$ cat src/rtl/gpiors_pkg.sv
// Purpose : shared constants and types for the gpio reset/strap pad block
// Assumes : 20 MHz single clock, apb register access
// Notes   : pad index order is fixed; offsets are byte addresses

package gpiors_pkg;

  // ---------------------------------------------------------------
  // clock and start-up timing
  // ---------------------------------------------------------------
  localparam int CLK_PERIOD_NS   = 50;
  localparam int STARTUP_TIME_NS = 1000000;  // internal start-up timer
  localparam int SETTLE_TIME_NS  = 200;      // strap pull-up settle window
  // least times round up to whole cycles
  localparam logic [15:0] STARTUP_CYC =
    16'((STARTUP_TIME_NS + CLK_PERIOD_NS - 1) / CLK_PERIOD_NS);
  localparam logic [15:0] SAMPLE_CYC =
    16'((SETTLE_TIME_NS + CLK_PERIOD_NS - 1) / CLK_PERIOD_NS);

  // ---------------------------------------------------------------
  // pad indices
  // ---------------------------------------------------------------
  localparam int NPIN     = 6;
  localparam int PIN_WAKE = 0;  // wake_pin
  localparam int PIN_ANA  = 1;  // analog_pin_a
  localparam int PIN_ANB  = 2;  // analog_pin_b
  localparam int PIN_TX   = 3;  // test_strap_pin
  localparam int PIN_RX   = 4;  // default_rx_pin
  localparam int PIN_BOOT = 5;  // boot_mode_strap_pin

  // ---------------------------------------------------------------
  // register map and field layout
  // ---------------------------------------------------------------
  localparam logic [7:0]  FUNC_OFS = 8'h00;  // 2-bit function per pad
  localparam logic [7:0]  PULL_OFS = 8'h04;  // pull-up [5:0], pull-down
  localparam logic [7:0]  GPIO_OFS = 8'h08;  // out [5:0], oe
  localparam logic [7:0]  STAT_OFS = 8'h0C;  // read-only status
  localparam int          HI_POS   = 8;      // pull-down / oe field base
  localparam int          ST_TEST  = 8;      // captured test strap
  localparam int          ST_BOOT  = 9;      // captured boot strap
  localparam int          ST_TMODE = 10;
  localparam int          ST_DMODE = 11;
  localparam int          ST_RUN   = 12;
  localparam logic [31:0] FUNC_RST = 32'h0000_0140;  // tx/rx primary
  localparam logic [31:0] PULL_RST = 32'h0000_0000;
  localparam logic [31:0] GPIO_RST = 32'h0000_0000;

  // ---------------------------------------------------------------
  // function codes
  // ---------------------------------------------------------------
  localparam logic [1:0] FN_OFF  = 2'h0;  // wake/analog/boot pads
  localparam logic [1:0] FN_GPIO = 2'h1;
  localparam logic [1:0] FN_ALT1 = 2'h2;  // wake, analog input
  localparam logic [1:0] FN_ALT2 = 2'h3;  // pulse_width_out
  localparam logic [1:0] FN_SGP  = 2'h0;  // serial pads: gpio
  localparam logic [1:0] FN_PRI  = 2'h1;  // primary serial
  localparam logic [1:0] FN_SEC  = 2'h2;  // secondary serial
  localparam logic [1:0] FN_SPI  = 2'h3;  // serial-peripheral data

  // ---------------------------------------------------------------
  // types
  // ---------------------------------------------------------------
  typedef struct packed {
    logic ana;  // analog input switch closed
    logic pd;   // pull-down on
    logic pu;   // pull-up on
    logic ie;   // input buffer enabled
    logic oe;   // output driver on
    logic out;  // output level
  } gpiors_pad_t;

  typedef enum logic [3:0] {
    ST_HOLD   = 4'b0001,
    ST_WAIT   = 4'b0010,
    ST_SAMPLE = 4'b0100,
    ST_ACTIVE = 4'b1000
  } gpiors_state_t;

endpackage

$ cat src/rtl/gpiors_top.sv
// Purpose : pad control for the low gpio pads, reset states, boot straps
// Assumes : 20 MHz clk, apb slave, pads driven by an outside pad ring
// Notes   : straps are captured once per reset; pads are registered
//
// Overview of operation
// - a low hw_reset_n level holds all logic except the synchroniser and the converter enable in reset.
// - the regulator converter runs while converter_enable is high.
// - the wake pad input stays off until firmware selects its function.
// - with the wake function chosen, a high wake pad wakes a sleeping chip.
// - analog pads stay input-off with no pull-up until firmware sets them.
// - analog_pin_b may be analog input 2, pulse_width_out or gpio.
// - test strap and receive pads are input-off with pull-up in reset.
// - a low test strap sampled at start-up selects manufacturing test.
// - start-up makes the pads primary serial tx and rx with no pulls.
// - download mode drops that serial assignment and turns pull-ups on.
// - a high boot strap with a high test strap sampled at start-up selects download mode.
// - firmware may set tx pad pulls and gpio, serial tx or spi data out.
// - firmware may set rx pad pulls and gpio, serial rx or spi data in.

`timescale 1ns/10ps

module gpiors_top
  import gpiors_pkg::*;
#(
  parameter logic [15:0] STARTUP_CYCLES = STARTUP_CYC
) (
  input  wire logic                   clk,
  input  wire logic                   reset,
  input  wire logic                   hw_reset_n,
  input  wire logic                   converter_enable,
  input  wire logic      [NPIN-1:0]   pad_in,
  output gpiors_pad_t    [NPIN-1:0]   pad_ctl,
  input  wire logic                   primary_serial_tx,
  input  wire logic                   secondary_serial_tx,
  input  wire logic                   spi_dout,
  input  wire logic                   pulse_width_out,
  input  wire logic                   sleep_active,
  output logic                        primary_serial_rx,
  output logic                        secondary_serial_rx,
  output logic                        spi_din,
  output logic                        wake_req,
  output logic                        converter_on,
  output logic                        test_mode,
  output logic                        download_mode,
  input  wire logic                   psel,
  input  wire logic                   penable,
  input  wire logic                   pwrite,
  input  wire logic      [7:0]        paddr,
  input  wire logic      [31:0]       pwdata,
  output logic           [31:0]       prdata,
  output logic                        pready,
  output logic                        pslverr
);

  // ---------------------------------------------------------------
  // declarations
  // ---------------------------------------------------------------
  logic [NPIN+1:0]            sync_q;
  logic [NPIN-1:0]            pin_s;
  logic                       hw_rst_s;
  logic                       conv_s;
  logic                       int_rst;
  gpiors_state_t              state_r;
  logic [15:0]                cnt_r;
  logic                       capture;
  logic                       strap_test_r;
  logic                       strap_boot_r;
  logic                       test_mode_r;
  logic                       dl_mode_r;
  logic                       cfg_live;
  logic [31:0]                func_r;
  logic [31:0]                pull_r;
  logic [31:0]                gpio_r;
  logic [31:0]                status;
  logic [31:0]                prdata_r;
  logic                       pready_r;
  logic                       pslverr_r;
  logic                       wr_en;
  gpiors_pad_t [NPIN-1:0]     pad_nxt;
  gpiors_pad_t [NPIN-1:0]     pad_r;
  logic                       pri_rx_r;
  logic                       sec_rx_r;
  logic                       spi_din_r;
  logic                       wake_r;
  logic                       conv_r;

  // ---------------------------------------------------------------
  // pad input synchronisers
  // ---------------------------------------------------------------
  gpiors_sync #(
    .W (NPIN + 2)
  ) u_sync (
    .clk   (clk),
    .reset (reset),
    .d     ({converter_enable, hw_reset_n, pad_in}),
    .q     (sync_q)
  );

  assign pin_s    = sync_q[NPIN-1:0];
  assign hw_rst_s = sync_q[NPIN];
  assign conv_s   = sync_q[NPIN+1];
  // pin reset is a level; filtered through the synchroniser
  assign int_rst  = reset | ~hw_rst_s;

  // ---------------------------------------------------------------
  // converter enable
  // ---------------------------------------------------------------
  // not held by the pin reset: the regulator must run through it
  always_ff @(posedge clk) begin
    if (reset) begin
      conv_r <= 1'b0;
    end else begin
      conv_r <= conv_s;
    end
  end

  // ---------------------------------------------------------------
  // start-up sequencer
  // ---------------------------------------------------------------
  assign capture = (state_r == ST_SAMPLE) &&
                   (cnt_r == SAMPLE_CYC - 16'h0001);

  // timer, then strap sampling window, then normal running
  always_ff @(posedge clk) begin
    if (int_rst) begin
      state_r <= ST_HOLD;
      cnt_r   <= 16'h0000;
    end else begin
      case (state_r)
        ST_HOLD: begin
          state_r <= ST_WAIT;
          cnt_r   <= 16'h0000;
        end
        ST_WAIT: begin
          if (cnt_r == STARTUP_CYCLES - 16'h0001) begin
            state_r <= ST_SAMPLE;
            cnt_r   <= 16'h0000;
          end else begin
            cnt_r <= cnt_r + 16'h0001;
          end
        end
        ST_SAMPLE: begin
          if (capture) begin
            state_r <= ST_ACTIVE;
            cnt_r   <= 16'h0000;
          end else begin
            cnt_r <= cnt_r + 16'h0001;
          end
        end
        ST_ACTIVE: begin
          state_r <= ST_ACTIVE;
        end
        default: begin
          state_r <= ST_HOLD;
          cnt_r   <= 16'h0000;
        end
      endcase
    end
  end

  // ---------------------------------------------------------------
  // strap capture
  // ---------------------------------------------------------------
  // one capture per reset; test mode outranks download mode
  always_ff @(posedge clk) begin
    if (int_rst) begin
      strap_test_r <= 1'b1;
      strap_boot_r <= 1'b0;
      test_mode_r  <= 1'b0;
      dl_mode_r    <= 1'b0;
    end else if (capture) begin
      strap_test_r <= pin_s[PIN_TX];
      strap_boot_r <= pin_s[PIN_BOOT];
      test_mode_r  <= ~pin_s[PIN_TX];
      dl_mode_r    <= pin_s[PIN_TX] & pin_s[PIN_BOOT];
    end
  end

  // ---------------------------------------------------------------
  // apb slave: zero wait states
  // ---------------------------------------------------------------
  assign wr_en = psel & penable & pwrite & pready_r;

  assign status = {19'h0, (state_r == ST_ACTIVE), dl_mode_r, test_mode_r,
                   strap_boot_r, strap_test_r, 2'h0, pin_s};

  // writes land on the access edge; status is read-only
  always_ff @(posedge clk) begin
    if (int_rst) begin
      func_r <= FUNC_RST;
      pull_r <= PULL_RST;
      gpio_r <= GPIO_RST;
    end else if (wr_en) begin
      if (paddr == FUNC_OFS) begin
        func_r <= {20'h0, pwdata[11:0]};
      end else if (paddr == PULL_OFS) begin
        pull_r <= {18'h0, pwdata[13:8], 2'h0, pwdata[5:0]};
      end else if (paddr == GPIO_OFS) begin
        gpio_r <= {18'h0, pwdata[13:8], 2'h0, pwdata[5:0]};
      end
    end
  end

  // read data and error are set up in the setup phase
  always_ff @(posedge clk) begin
    if (int_rst) begin
      prdata_r  <= 32'h0000_0000;
      pslverr_r <= 1'b0;
      pready_r  <= 1'b0;
    end else begin
      pready_r <= 1'b1;
      if (psel && !penable) begin
        pslverr_r <= 1'b0;
        if (paddr == FUNC_OFS) begin
          prdata_r <= func_r;
        end else if (paddr == PULL_OFS) begin
          prdata_r <= pull_r;
        end else if (paddr == GPIO_OFS) begin
          prdata_r <= gpio_r;
        end else if (paddr == STAT_OFS) begin
          prdata_r <= status;
        end else begin
          prdata_r  <= 32'h0000_0000;
          pslverr_r <= 1'b1;
        end
      end
    end
  end

  // ---------------------------------------------------------------
  // pad state selection
  // ---------------------------------------------------------------
  assign cfg_live = (state_r == ST_ACTIVE) && !dl_mode_r;

  // reset pattern, sampling pattern, download pattern, firmware config
  always_comb begin
    pad_nxt = '0;
    if (cfg_live) begin
      for (int i = 0; i < NPIN; i++) begin
        pad_nxt[i].pu = pull_r[i];
        pad_nxt[i].pd = pull_r[HI_POS+i];
        if (((i == PIN_TX || i == PIN_RX) && func_r[2*i +: 2] == FN_SGP) ||
            (i != PIN_TX && i != PIN_RX && func_r[2*i +: 2] == FN_GPIO)) begin
          pad_nxt[i].ie  = 1'b1;
          pad_nxt[i].oe  = gpio_r[HI_POS+i];
          pad_nxt[i].out = gpio_r[i];
        end
      end
      if (func_r[2*PIN_WAKE +: 2] == FN_ALT1) begin
        pad_nxt[PIN_WAKE].ie = 1'b1;
      end
      if (func_r[2*PIN_ANA +: 2] == FN_ALT1) begin
        pad_nxt[PIN_ANA].ana = 1'b1;
      end
      if (func_r[2*PIN_ANB +: 2] == FN_ALT1) begin
        pad_nxt[PIN_ANB].ana = 1'b1;
      end else if (func_r[2*PIN_ANB +: 2] == FN_ALT2) begin
        pad_nxt[PIN_ANB].oe  = 1'b1;
        pad_nxt[PIN_ANB].out = pulse_width_out;
      end
      if (func_r[2*PIN_TX +: 2] != FN_SGP) begin
        pad_nxt[PIN_TX].oe = 1'b1;
        case (func_r[2*PIN_TX +: 2])
          FN_PRI:  pad_nxt[PIN_TX].out = primary_serial_tx;
          FN_SEC:  pad_nxt[PIN_TX].out = secondary_serial_tx;
          default: pad_nxt[PIN_TX].out = spi_dout;
        endcase
      end
      if (func_r[2*PIN_RX +: 2] != FN_SGP) begin
        pad_nxt[PIN_RX].ie = 1'b1;
      end
    end else if (state_r == ST_ACTIVE) begin
      // serial assignment dropped, pull-ups on for the host
      pad_nxt[PIN_TX].pu = 1'b1;
      pad_nxt[PIN_RX].pu = 1'b1;
      pad_nxt[PIN_TX].ie = 1'b1;
      pad_nxt[PIN_RX].ie = 1'b1;
      pad_nxt[PIN_BOOT].pu = 1'b1;
      pad_nxt[PIN_BOOT].ie = 1'b1;
    end else if (state_r == ST_SAMPLE) begin
      // pull-up stays on while the straps are read
      pad_nxt[PIN_TX].pu   = 1'b1;
      pad_nxt[PIN_TX].ie   = 1'b1;
      pad_nxt[PIN_BOOT].pu = 1'b1;
      pad_nxt[PIN_BOOT].ie = 1'b1;
      pad_nxt[PIN_RX].pu   = 1'b1;
    end else begin
      pad_nxt[PIN_TX].pu   = 1'b1;
      pad_nxt[PIN_RX].pu   = 1'b1;
      pad_nxt[PIN_BOOT].pu = 1'b1;
    end
  end

  // ---------------------------------------------------------------
  // registered pad and peripheral outputs
  // ---------------------------------------------------------------
  // the rx lines idle high so a parked uart sees no start bit
  always_ff @(posedge clk) begin
    if (int_rst) begin
      // strap and receive pull-ups must already hold during reset
      pad_r              <= '0;
      pad_r[PIN_TX].pu   <= 1'b1;
      pad_r[PIN_RX].pu   <= 1'b1;
      pad_r[PIN_BOOT].pu <= 1'b1;
      pri_rx_r  <= 1'b1;
      sec_rx_r  <= 1'b1;
      spi_din_r <= 1'b0;
      wake_r    <= 1'b0;
    end else begin
      pad_r     <= pad_nxt;
      pri_rx_r  <= (cfg_live && func_r[2*PIN_RX +: 2] == FN_PRI) ?
                   pin_s[PIN_RX] : 1'b1;
      sec_rx_r  <= (cfg_live && func_r[2*PIN_RX +: 2] == FN_SEC) ?
                   pin_s[PIN_RX] : 1'b1;
      spi_din_r <= (cfg_live && func_r[2*PIN_RX +: 2] == FN_SPI) ?
                   pin_s[PIN_RX] : 1'b0;
      wake_r    <= cfg_live && sleep_active && pad_r[PIN_WAKE].ie &&
                   func_r[2*PIN_WAKE +: 2] == FN_ALT1 &&
                   pin_s[PIN_WAKE];
    end
  end

  assign pad_ctl             = pad_r;
  assign primary_serial_rx   = pri_rx_r;
  assign secondary_serial_rx = sec_rx_r;
  assign spi_din             = spi_din_r;
  assign wake_req            = wake_r;
  assign converter_on        = conv_r;
  assign test_mode           = test_mode_r;
  assign download_mode       = dl_mode_r;
  assign prdata              = prdata_r;
  assign pready              = pready_r;
  assign pslverr             = pslverr_r;

  // ---------------------------------------------------------------
  // assertions
  // ---------------------------------------------------------------
  a_reset_inputs_off: assert property (
    @(posedge clk) int_rst |=> (pad_r[PIN_WAKE].ie == 1'b0) &&
      (pad_r[PIN_ANA].ie == 1'b0) && (pad_r[PIN_TX].oe == 1'b0))
    else $error("pads not input-off after reset");

  a_converter_follow: assert property (
    @(posedge clk) disable iff (reset) conv_s |=> conv_r)
    else $error("converter not on with enable high");

  a_wake_ie_gated: assert property (
    @(posedge clk) disable iff (int_rst)
    $rose(pad_r[PIN_WAKE].ie) |-> $past(state_r) == ST_ACTIVE)
    else $error("wake input enabled before firmware");

  a_wake_request: assert property (
    @(posedge clk) disable iff (int_rst)
    (cfg_live && sleep_active && pad_r[PIN_WAKE].ie && pin_s[PIN_WAKE] &&
     func_r[1:0] == FN_ALT1) |=> wake_req)
    else $error("wake event missed");

  a_analog_quiet: assert property (
    @(posedge clk) disable iff (int_rst) (state_r != ST_ACTIVE) |=>
      !pad_r[PIN_ANA].ie && !pad_r[PIN_ANA].pu && !pad_r[PIN_ANB].ie)
    else $error("analog pad active before firmware");

  a_pwm_route: assert property (
    @(posedge clk) disable iff (int_rst)
    (cfg_live && func_r[5:4] == FN_ALT2) |=>
      pad_r[PIN_ANB].oe && pad_r[PIN_ANB].out == $past(pulse_width_out))
    else $error("pulse output not routed");

  a_strap_pullups: assert property (
    @(posedge clk) int_rst |=> pad_r[PIN_TX].pu && pad_r[PIN_RX].pu)
    else $error("strap pull-up off in reset");

  a_test_strap_low: assert property (
    @(posedge clk) disable iff (int_rst)
    (capture && !pin_s[PIN_TX]) |=> test_mode_r && !dl_mode_r)
    else $error("test mode not entered");

  a_default_tx: assert property (
    @(posedge clk) disable iff (int_rst)
    (cfg_live && func_r[7:6] == FN_PRI) |=> pad_r[PIN_TX].oe &&
      pad_r[PIN_TX].out == $past(primary_serial_tx))
    else $error("primary tx not on pad");

  a_download_pads: assert property (
    @(posedge clk) disable iff (int_rst)
    (state_r == ST_ACTIVE && dl_mode_r) |=> !pad_r[PIN_TX].oe &&
      pad_r[PIN_TX].pu && pad_r[PIN_RX].pu && primary_serial_rx)
    else $error("download pads wrong");

  a_boot_strap_high: assert property (
    @(posedge clk) disable iff (int_rst)
    (capture && pin_s[PIN_TX] && pin_s[PIN_BOOT]) |=> dl_mode_r)
    else $error("download mode not entered");

  a_strap_hold: assert property (
    @(posedge clk) disable iff (int_rst)
    (state_r == ST_ACTIVE) |=> $stable(strap_test_r) &&
      $stable(strap_boot_r))
    else $error("strap changed after capture");

  c_normal_run: cover property (
    @(posedge clk) disable iff (int_rst) capture ##1 cfg_live);
  c_download: cover property (
    @(posedge clk) disable iff (int_rst) $rose(dl_mode_r));
  c_test: cover property (
    @(posedge clk) disable iff (int_rst) $rose(test_mode_r));
  c_wake: cover property (
    @(posedge clk) disable iff (int_rst) $rose(wake_req));

endmodule

$ cat src/rtl/gpiors_sync.sv
// Purpose : two-flop synchroniser for asynchronous pad inputs
// Assumes : single destination clock
// Notes   : first stage feeds only the second stage

`timescale 1ns/10ps

module gpiors_sync #(
  parameter int W = 8
) (
  input  wire logic         clk,
  input  wire logic         reset,
  input  wire logic [W-1:0] d,
  output logic      [W-1:0] q
);

  logic [W-1:0] meta_r;
  logic [W-1:0] sync_r;

  // ---------------------------------------------------------------
  // two stages
  // ---------------------------------------------------------------
  // reset to zero keeps the chip held until the reset pin reads high
  always_ff @(posedge clk) begin
    if (reset) begin
      meta_r <= '0;
      sync_r <= '0;
    end else begin
      meta_r <= d;
      sync_r <= meta_r;
    end
  end

  assign q = sync_r;

endmodule

$ cat config.mk
export PLATFORM = sky130hd
export DESIGN_NAME = gpiors_top
export DESIGN_NICKNAME = d
export VERILOG_FILES = /design/src/rtl/gpiors_pkg.sv /design/src/rtl/gpiors_top.sv /design/src/rtl/gpiors_sync.sv
export SDC_FILE = /design/constraint.sdc
export NUM_CORES = 1
export LEC_CHECK = 0
export ABC_AREA = 0
export BUFFER_PORTS_ARGS = -buffer_cell sky130_fd_sc_hd__buf_2
export CAP_MARGIN = 20
export CORE_UTILIZATION = 50
export DETAILED_ROUTE_END_ITERATION = 12
export MAX_ROUTING_LAYER = met4
export PLACE_DENSITY = 0.76
export SLEW_MARGIN = 20
export SYNTH_ARGS = -nofsm -noshare
export SYNTH_HDL_FRONTEND = slang
export SYNTH_SLANG_ARGS = --single-unit
$ cat constraint.sdc
create_clock -name clk -period 5.1 [get_ports clk]
set_input_delay 0.255 -clock clk [delete_from_list [all_inputs] [get_ports clk]]
set_output_delay 0.255 -clock clk [all_outputs]
set_load 0.02 [all_outputs]
==> impl_results.md, run 1 <==
* Worst-Margin Slew at 953.7 ps
* Final WL at 11.81 mm
* Diodes inserted at 0
* Final setup fails at 0
* Cts hold-fix bufs at 11
* Number of detailed-route iterations in the first pass at 5
* Final hold slack at 20.39 ps
* Die height at 103.3 um
* Post-synth top flop: dfxtp_1
* DIE AREA at 10,670 um^2
* Via density at 5.284
* R2r setup slk at 2560 ps
* Largest net degree at the start of global routing at 31
* Initial drt markers at 201
* Setup repair bufs after CTS at 0
* # clock sinks at 129
* FF-to-FF Start: state_r[0]
* CP required at 5490 ps
* Reg clk slew, reported paths at 60 ps
* Vias at 4,211
* Area Overhead vs Synth at 23.05%
* Synth unique cells at 48
* Reg-to-reg endpoint: pad_ctl[33]
* Slew HR at 35.93%
* H-tree depth at 4
* Reg2Reg Depth at 4
* Final Hold Vio Count at 0
* Layout filler cell count at 820
* GRT overflow at 0
* Dpl hpwl at 8.063 mm
* Post-synth EDFFs at 0
* # resized after CTS at 0
* Total Power at 2.236 mW
* Number of remaining DRC errors at 0
* Core area at 9864 um^2
* Status: finished, final reports clean
* Top cell type's share of synthesized area at 50.34%
* Wire per inst at 14.82 um
* Area contributors post-synth: dfxtp_1, nor2_1, mux2i_1, nand2_1, buf_4
* Cell area after layout at 6312 um^2
* Static Leak at 2.710 nW
* Non-Filler Instances at 797
* Critical Path End: pad_ctl[33]
* Final Cycle Share at 49.76%
* CP Class: flop to flop
* Nets at 716
* Syn. warnings at 0
* Fraction of layout cells with a size suffix above 1 at 23.04%
* Sequential share of the synthesized area at 50.34%
* Setup TNS at 0 ps
* Number of port buffers at 94
* Pwr dens at 354.3 nW/um^2
* Die W at 103.3 um
* Placed Cells at 753
* CTS Buf Count at 17
* Worst Setup SP: state_r[0]
* Crit end category: flop
* GPL Wtd Cong at 0.8293
* DRT antenna net count at 0
* Worst-path maximum fanout at 10
* Post-synthesis area per instance at 9.361 um^2
* Clock Latency Late Sink at 510 ps
* # Max-Cap Violations at 0
* GRT Util Overall at 24.30%
* Worst min path class: input pin to flop
* Cells after Synth at 548
* Synthesized cell area at 5130 um^2
* Placed cell areas at 5622 um^2
* Slew Viols, Final at 0
* CTS root buffer: clkbuf_8
* CP arrival at 2930 ps
* Max Fclk at 394.1 MHz
* Worst IR drop on VDD at 0.0002033 V
* Final min period at 2538 ps
* Async set-reset flop share out of synthesis at 0%
* Top cells by count, synth: dfxtp_1, nor2_1, nand2_1, mux2i_1
* Starting density of the core at 52.00%
* Num rows at 36
* CTS tree: yes
* First-pass GRT wire length at 18.94 mm
* RSZ-0062 raised after global routing: false
* Worst setup SP type: flop
* Register bit total from synthesis at 129
* Number of global-route vias before repair at 3,991
* I/O pin count at 135
* Worst Clk Skew at 8.278 ps
* CTS Buffer Depth at 2
* Initial antenna violation count at 0
* Top cell type by total area after synthesis: dfxtp_1
* Most frequent cell after synthesis: dfxtp_1
[registers in the layout, indices dropped and copies added (netlist names), 4 cells and up]
register and cells:
pad_ctl 32, cnt_r 16, prdata 14, func_r 12, gpio_r 12, pull_r 12
u_sync.meta_r 8, u_sync.q 8, state_r 4
[layout make-up]
type	count	area [um^2]	area share, %
tap	133	166.4	2.636
inverter	12	45.04	0.7136
clock buffer	21	449.2	7.116
multi-input combinational	378	2305	36.51
sequential	129	2582	40.91
timing repair buffer	114	653.1	10.35
clock inverter	10	111.4	1.764
[worst min path at each step]
stage,start,to,slack [ps],cells after the start
2_1_floorplan,reset,u_sync.q[0],330,1
3_3_place_gp,u_sync.meta_r[6],u_sync.q[6],420,1
3_5_place_dp,u_sync.meta_r[6],u_sync.q[6],430,1
4_1_cts,pwdata[13],pull_r[13],2,3
5_1_grt,pwdata[0],pull_r[0],20,3
6_report,pwdata[12],pull_r[12],20,3
[cells in the final DEF (no fill, tap or decap), drive strengths merged, types with 3 or more instances in the layout]
cell	synthesis	layout
clkinvlp	0	3
dlygate4sd3	0	13
nand2b	4	4
and4	5	5
nand3	18	18
nor2b	21	21
mux2	11	11
clkbuf	22	21
or4b	4	4
inv	11	11
xor2	8	8
mux2i	27	27
and2	13	13
nor3	7	7
or4	4	4
nand2	51	51
o21ai	9	9
ha	6	6
a311oi	10	10
nor2	78	78
nor4b	5	5
dfxtp	129	129
buf	28	101
and3	9	9
a31oi	4	4
nor3b	3	3
a22oi	14	14
a21oi	21	21
conb	1	22
or3	3	3
clkinv	1	6
nand4	7	7
[critical path, stage by stage (launching register included)]
cell and delay (ps):
dfxtp_1 360, or4b_1 700, nor3_1 790, buf_4 310
or2b_1 250
[routing by layer]
metal / part of all wire [%] / vias to the layer above / global-route usage [%] / routed length (um)
met5: 0 / - / - / 0
met4: 1.9 / 0 / 11.05 / 227
met3: 5.9 / 21 / 5.645 / 702
met2: 49 / 156 / 40.77 / 5803
met1: 43 / 1992 / 27.63 / 5077
li1: - / 2042 / - / -
[where the power goes]
part / switching [mW] / internal, mW
combinational: 0.0528 / 0.0316
clock: 0.418 / 0.714
sequential: 0.00373 / 1.02
total: 0.474 / 1.76
[kinds of logic after synthesis]
kind of cell,after synthesis,share of synthesized area (%)
flops,129,50.34
fa+ha+maj,6,1.463
xor+xnor,10,1.707
other cells,1,0.07310
simple gates,236,23.49
mux,38,7.683
compound gates,66,8.829
buf+inv,62,6.415
[per-stage QoR]
stage	util, %	setup slack (ps)
6_report	63.99	2562
3_5_place_dp	56.99	2549
3_3_place_gp	56.99	2578
2_1_floorplan	-	3000
5_1_grt	63.99	2344
4_1_cts	63.79	2549
Note: power is estimated with default switching activity, not from simulation.
==> inputs of run 2 (changes only) <==
==> constraint.sdc (replaced) <==
create_clock -name clk -period 2.4 [get_ports clk]
set_input_delay 0.12 -clock clk [delete_from_list [all_inputs] [get_ports clk]]
set_output_delay 0.12 -clock clk [all_outputs]
set_load 0.02 [all_outputs]
==> run 2 against run 1 <==
Compared with the run above: largest cell class unchanged; clock skew shrank 1.4 ps; combinational power grew 150%; sequential cell count is the same; critical endpoint is now cnt_r[2]; via count grew 2.1%; core utilization grew 4.1 points.
==> impl_results.md, run 2 (synthesized netlist as in run 1, its figures left out) <==
* Initial drt markers at 197
* Final hold slack at 51.00 ps
* Layout filler cell count at 782
* H-tree depth at 4
* NetSw at 1.015 mW
* Final Hold Vio Count at 0
* Combinational power share at 4.1%
* Die height at 103.3 um
* Met3 track demand over resource at 6.519%
* Met2 Use GR at 41.08%
* Initial antenna violation count at 0
* GR Util met1 at 27.97%
* I/O pin count at 135
* Switching part of the total at 19.94%
* Nets at 749
* Commonest cells after routing, fill and taps aside: dfxtp_1, buf_2, nor2_1
* Wire per inst at 14.76 um
* Num rows at 36
* Static Leak at 2.911 nW
* Number of global-route vias before repair at 4,061
* CTS tree: yes
* Internal Power at 4.075 mW
* Worst IR drop on VDD at 0.0004266 V
* # clock sinks at 129
* Final WL at 12.26 mm
* Setup TNS at 0 ps
* CP required at 2780 ps
* Crit end category: flop
* Starting density of the core at 52.00%
* Worst-Margin Slew at 575.8 ps
* Slew HR at 61.61%
* Final min period at 2225 ps
* Die W at 103.3 um
* Status: finished, final reports clean
* Largest net degree at the start of global routing at 50
* First-pass GRT wire length at 19.26 mm
* Via density at 5.172
* Slew Viols, Final at 0
* CTS Buffer Depth at 2
* Pwr dens at 757.3 nW/um^2
* GPL Wtd Cong at 0.8112
* CTS root buffer: clkbuf_8
* CP arrival at 2600 ps
* Fraction of layout cells with a size suffix above 1 at 24.36%
* GRT overflow at 0
* Diodes inserted at 0
* Number of detailed-route iterations in the first pass at 5
* DRT antenna net count at 0
* Max FFs per register at 32
* Seq pwr share at 42.6%
* Worst Clk Skew at 6.926 ps
* Global route hottest layer: met2
* Most common cell after layout, fill and taps aside: dfxtp_1
* # Max-Cap Violations at 0
* Core area at 9864 um^2
* Reg clk slew, reported paths at 60 ps
* Worst min path class: input pin to flop
* GRT Util Overall at 24.78%
* Area Overhead vs Synth at 31.00%
* Max Fclk at 449.4 MHz
* RSZ-0062 raised after global routing: false
* Final setup fails at 0
* Clock Latency Late Sink at 510 ps
* Dpl hpwl at 8.236 mm
* Clock Power Share at 53.4%
* Number of port buffers at 94
* CTS Buf Count at 17
* Number of remaining DRC errors at 0
* Vias at 4,298
* Final Cycle Share at 92.72%
* Worst-path maximum fanout at 7
* DIE AREA at 10,670 um^2
* CP Class: flop to flop
* Worst setup SP type: flop
run 2: final timing paths:
| kind | cells after the start | start | to | slack [ps] |
|---|---|---|---|---|
| setup / recovery | 6 | cnt_r[8] | cnt_r[2] | 170 |
| hold / removal | 5 | spi_dout | pad_ctl[18] | 50 |
| setup reg to reg | 6 | cnt_r[8] | cnt_r[2] | 170 |
| hold reg to reg | 1 | u_sync.meta_r[4] | u_sync.q[4] | 440 |
run 2: area by class of cell:
type	count	area (um^2)	area share [%]
Sequential cell	129	2585	38.47
Multi-Input combinational cell	378	2333	34.72
Timing Repair Buffer	147	950.9	14.15
Clock buffer	24	490.5	7.298
Tap cell	133	166.4	2.476
Clock inverter	8	148.9	2.216
Inverter	12	45.04	0.6703
run 2: stage by stage:
step           utilization (%)  instances  instance area [um^2]  total power, mW  setup slack (ps)
2_1_floorplan                -        569                  5209            2.335             300.2
3_3_place_gp             57.83        764                  5704            2.371             158.8
3_5_place_dp             57.83        764                  5704            2.374             117.5
4_1_cts                  67.66        829                  6674            5.128             44.38
5_1_grt                  68.13        831                  6720            5.251             104.1
6_report                 68.13        831                  6720            5.089             174.7
run 2: what timing repair did:
action | CTS | global route
buffers inserted | 0 | 2
hold buffers | 33 | 0
endpoints found under the setup margin | 0 | 16
endpoints found under the hold margin | 55 | 0
gates resized for setup | 0 | 6
run 2: critical path, cell delays in order (launching register included):
cell and delay [ps]:
dfxtp_1 330, or4_4 570, or4_4 540, o2bb2ai_4 180, buf_4 190, a31oi_1 160, o21ai_0 120
run 2: metal layers:
metal  wire, um  vias to the layer above  part of all wire, %
li1           -                     2118                    -
met1       5238                     1974                   43
met2       5965                      177                   49
met3        804                       29                  6.6
met4        253                        0                  2.1
met5          0                        -                    0
run 2: power groups by stage:
stage	Combinational (mW)	Sequential (mW)	Clock, mW
final	0.207	2.17	2.72
after CTS	0.203	2.17	2.76
after detailed placement	0.161	2.21	0
after global placement	0.160	2.21	0
after global routing	0.224	2.17	2.86
after floorplan	0.122	2.21	0
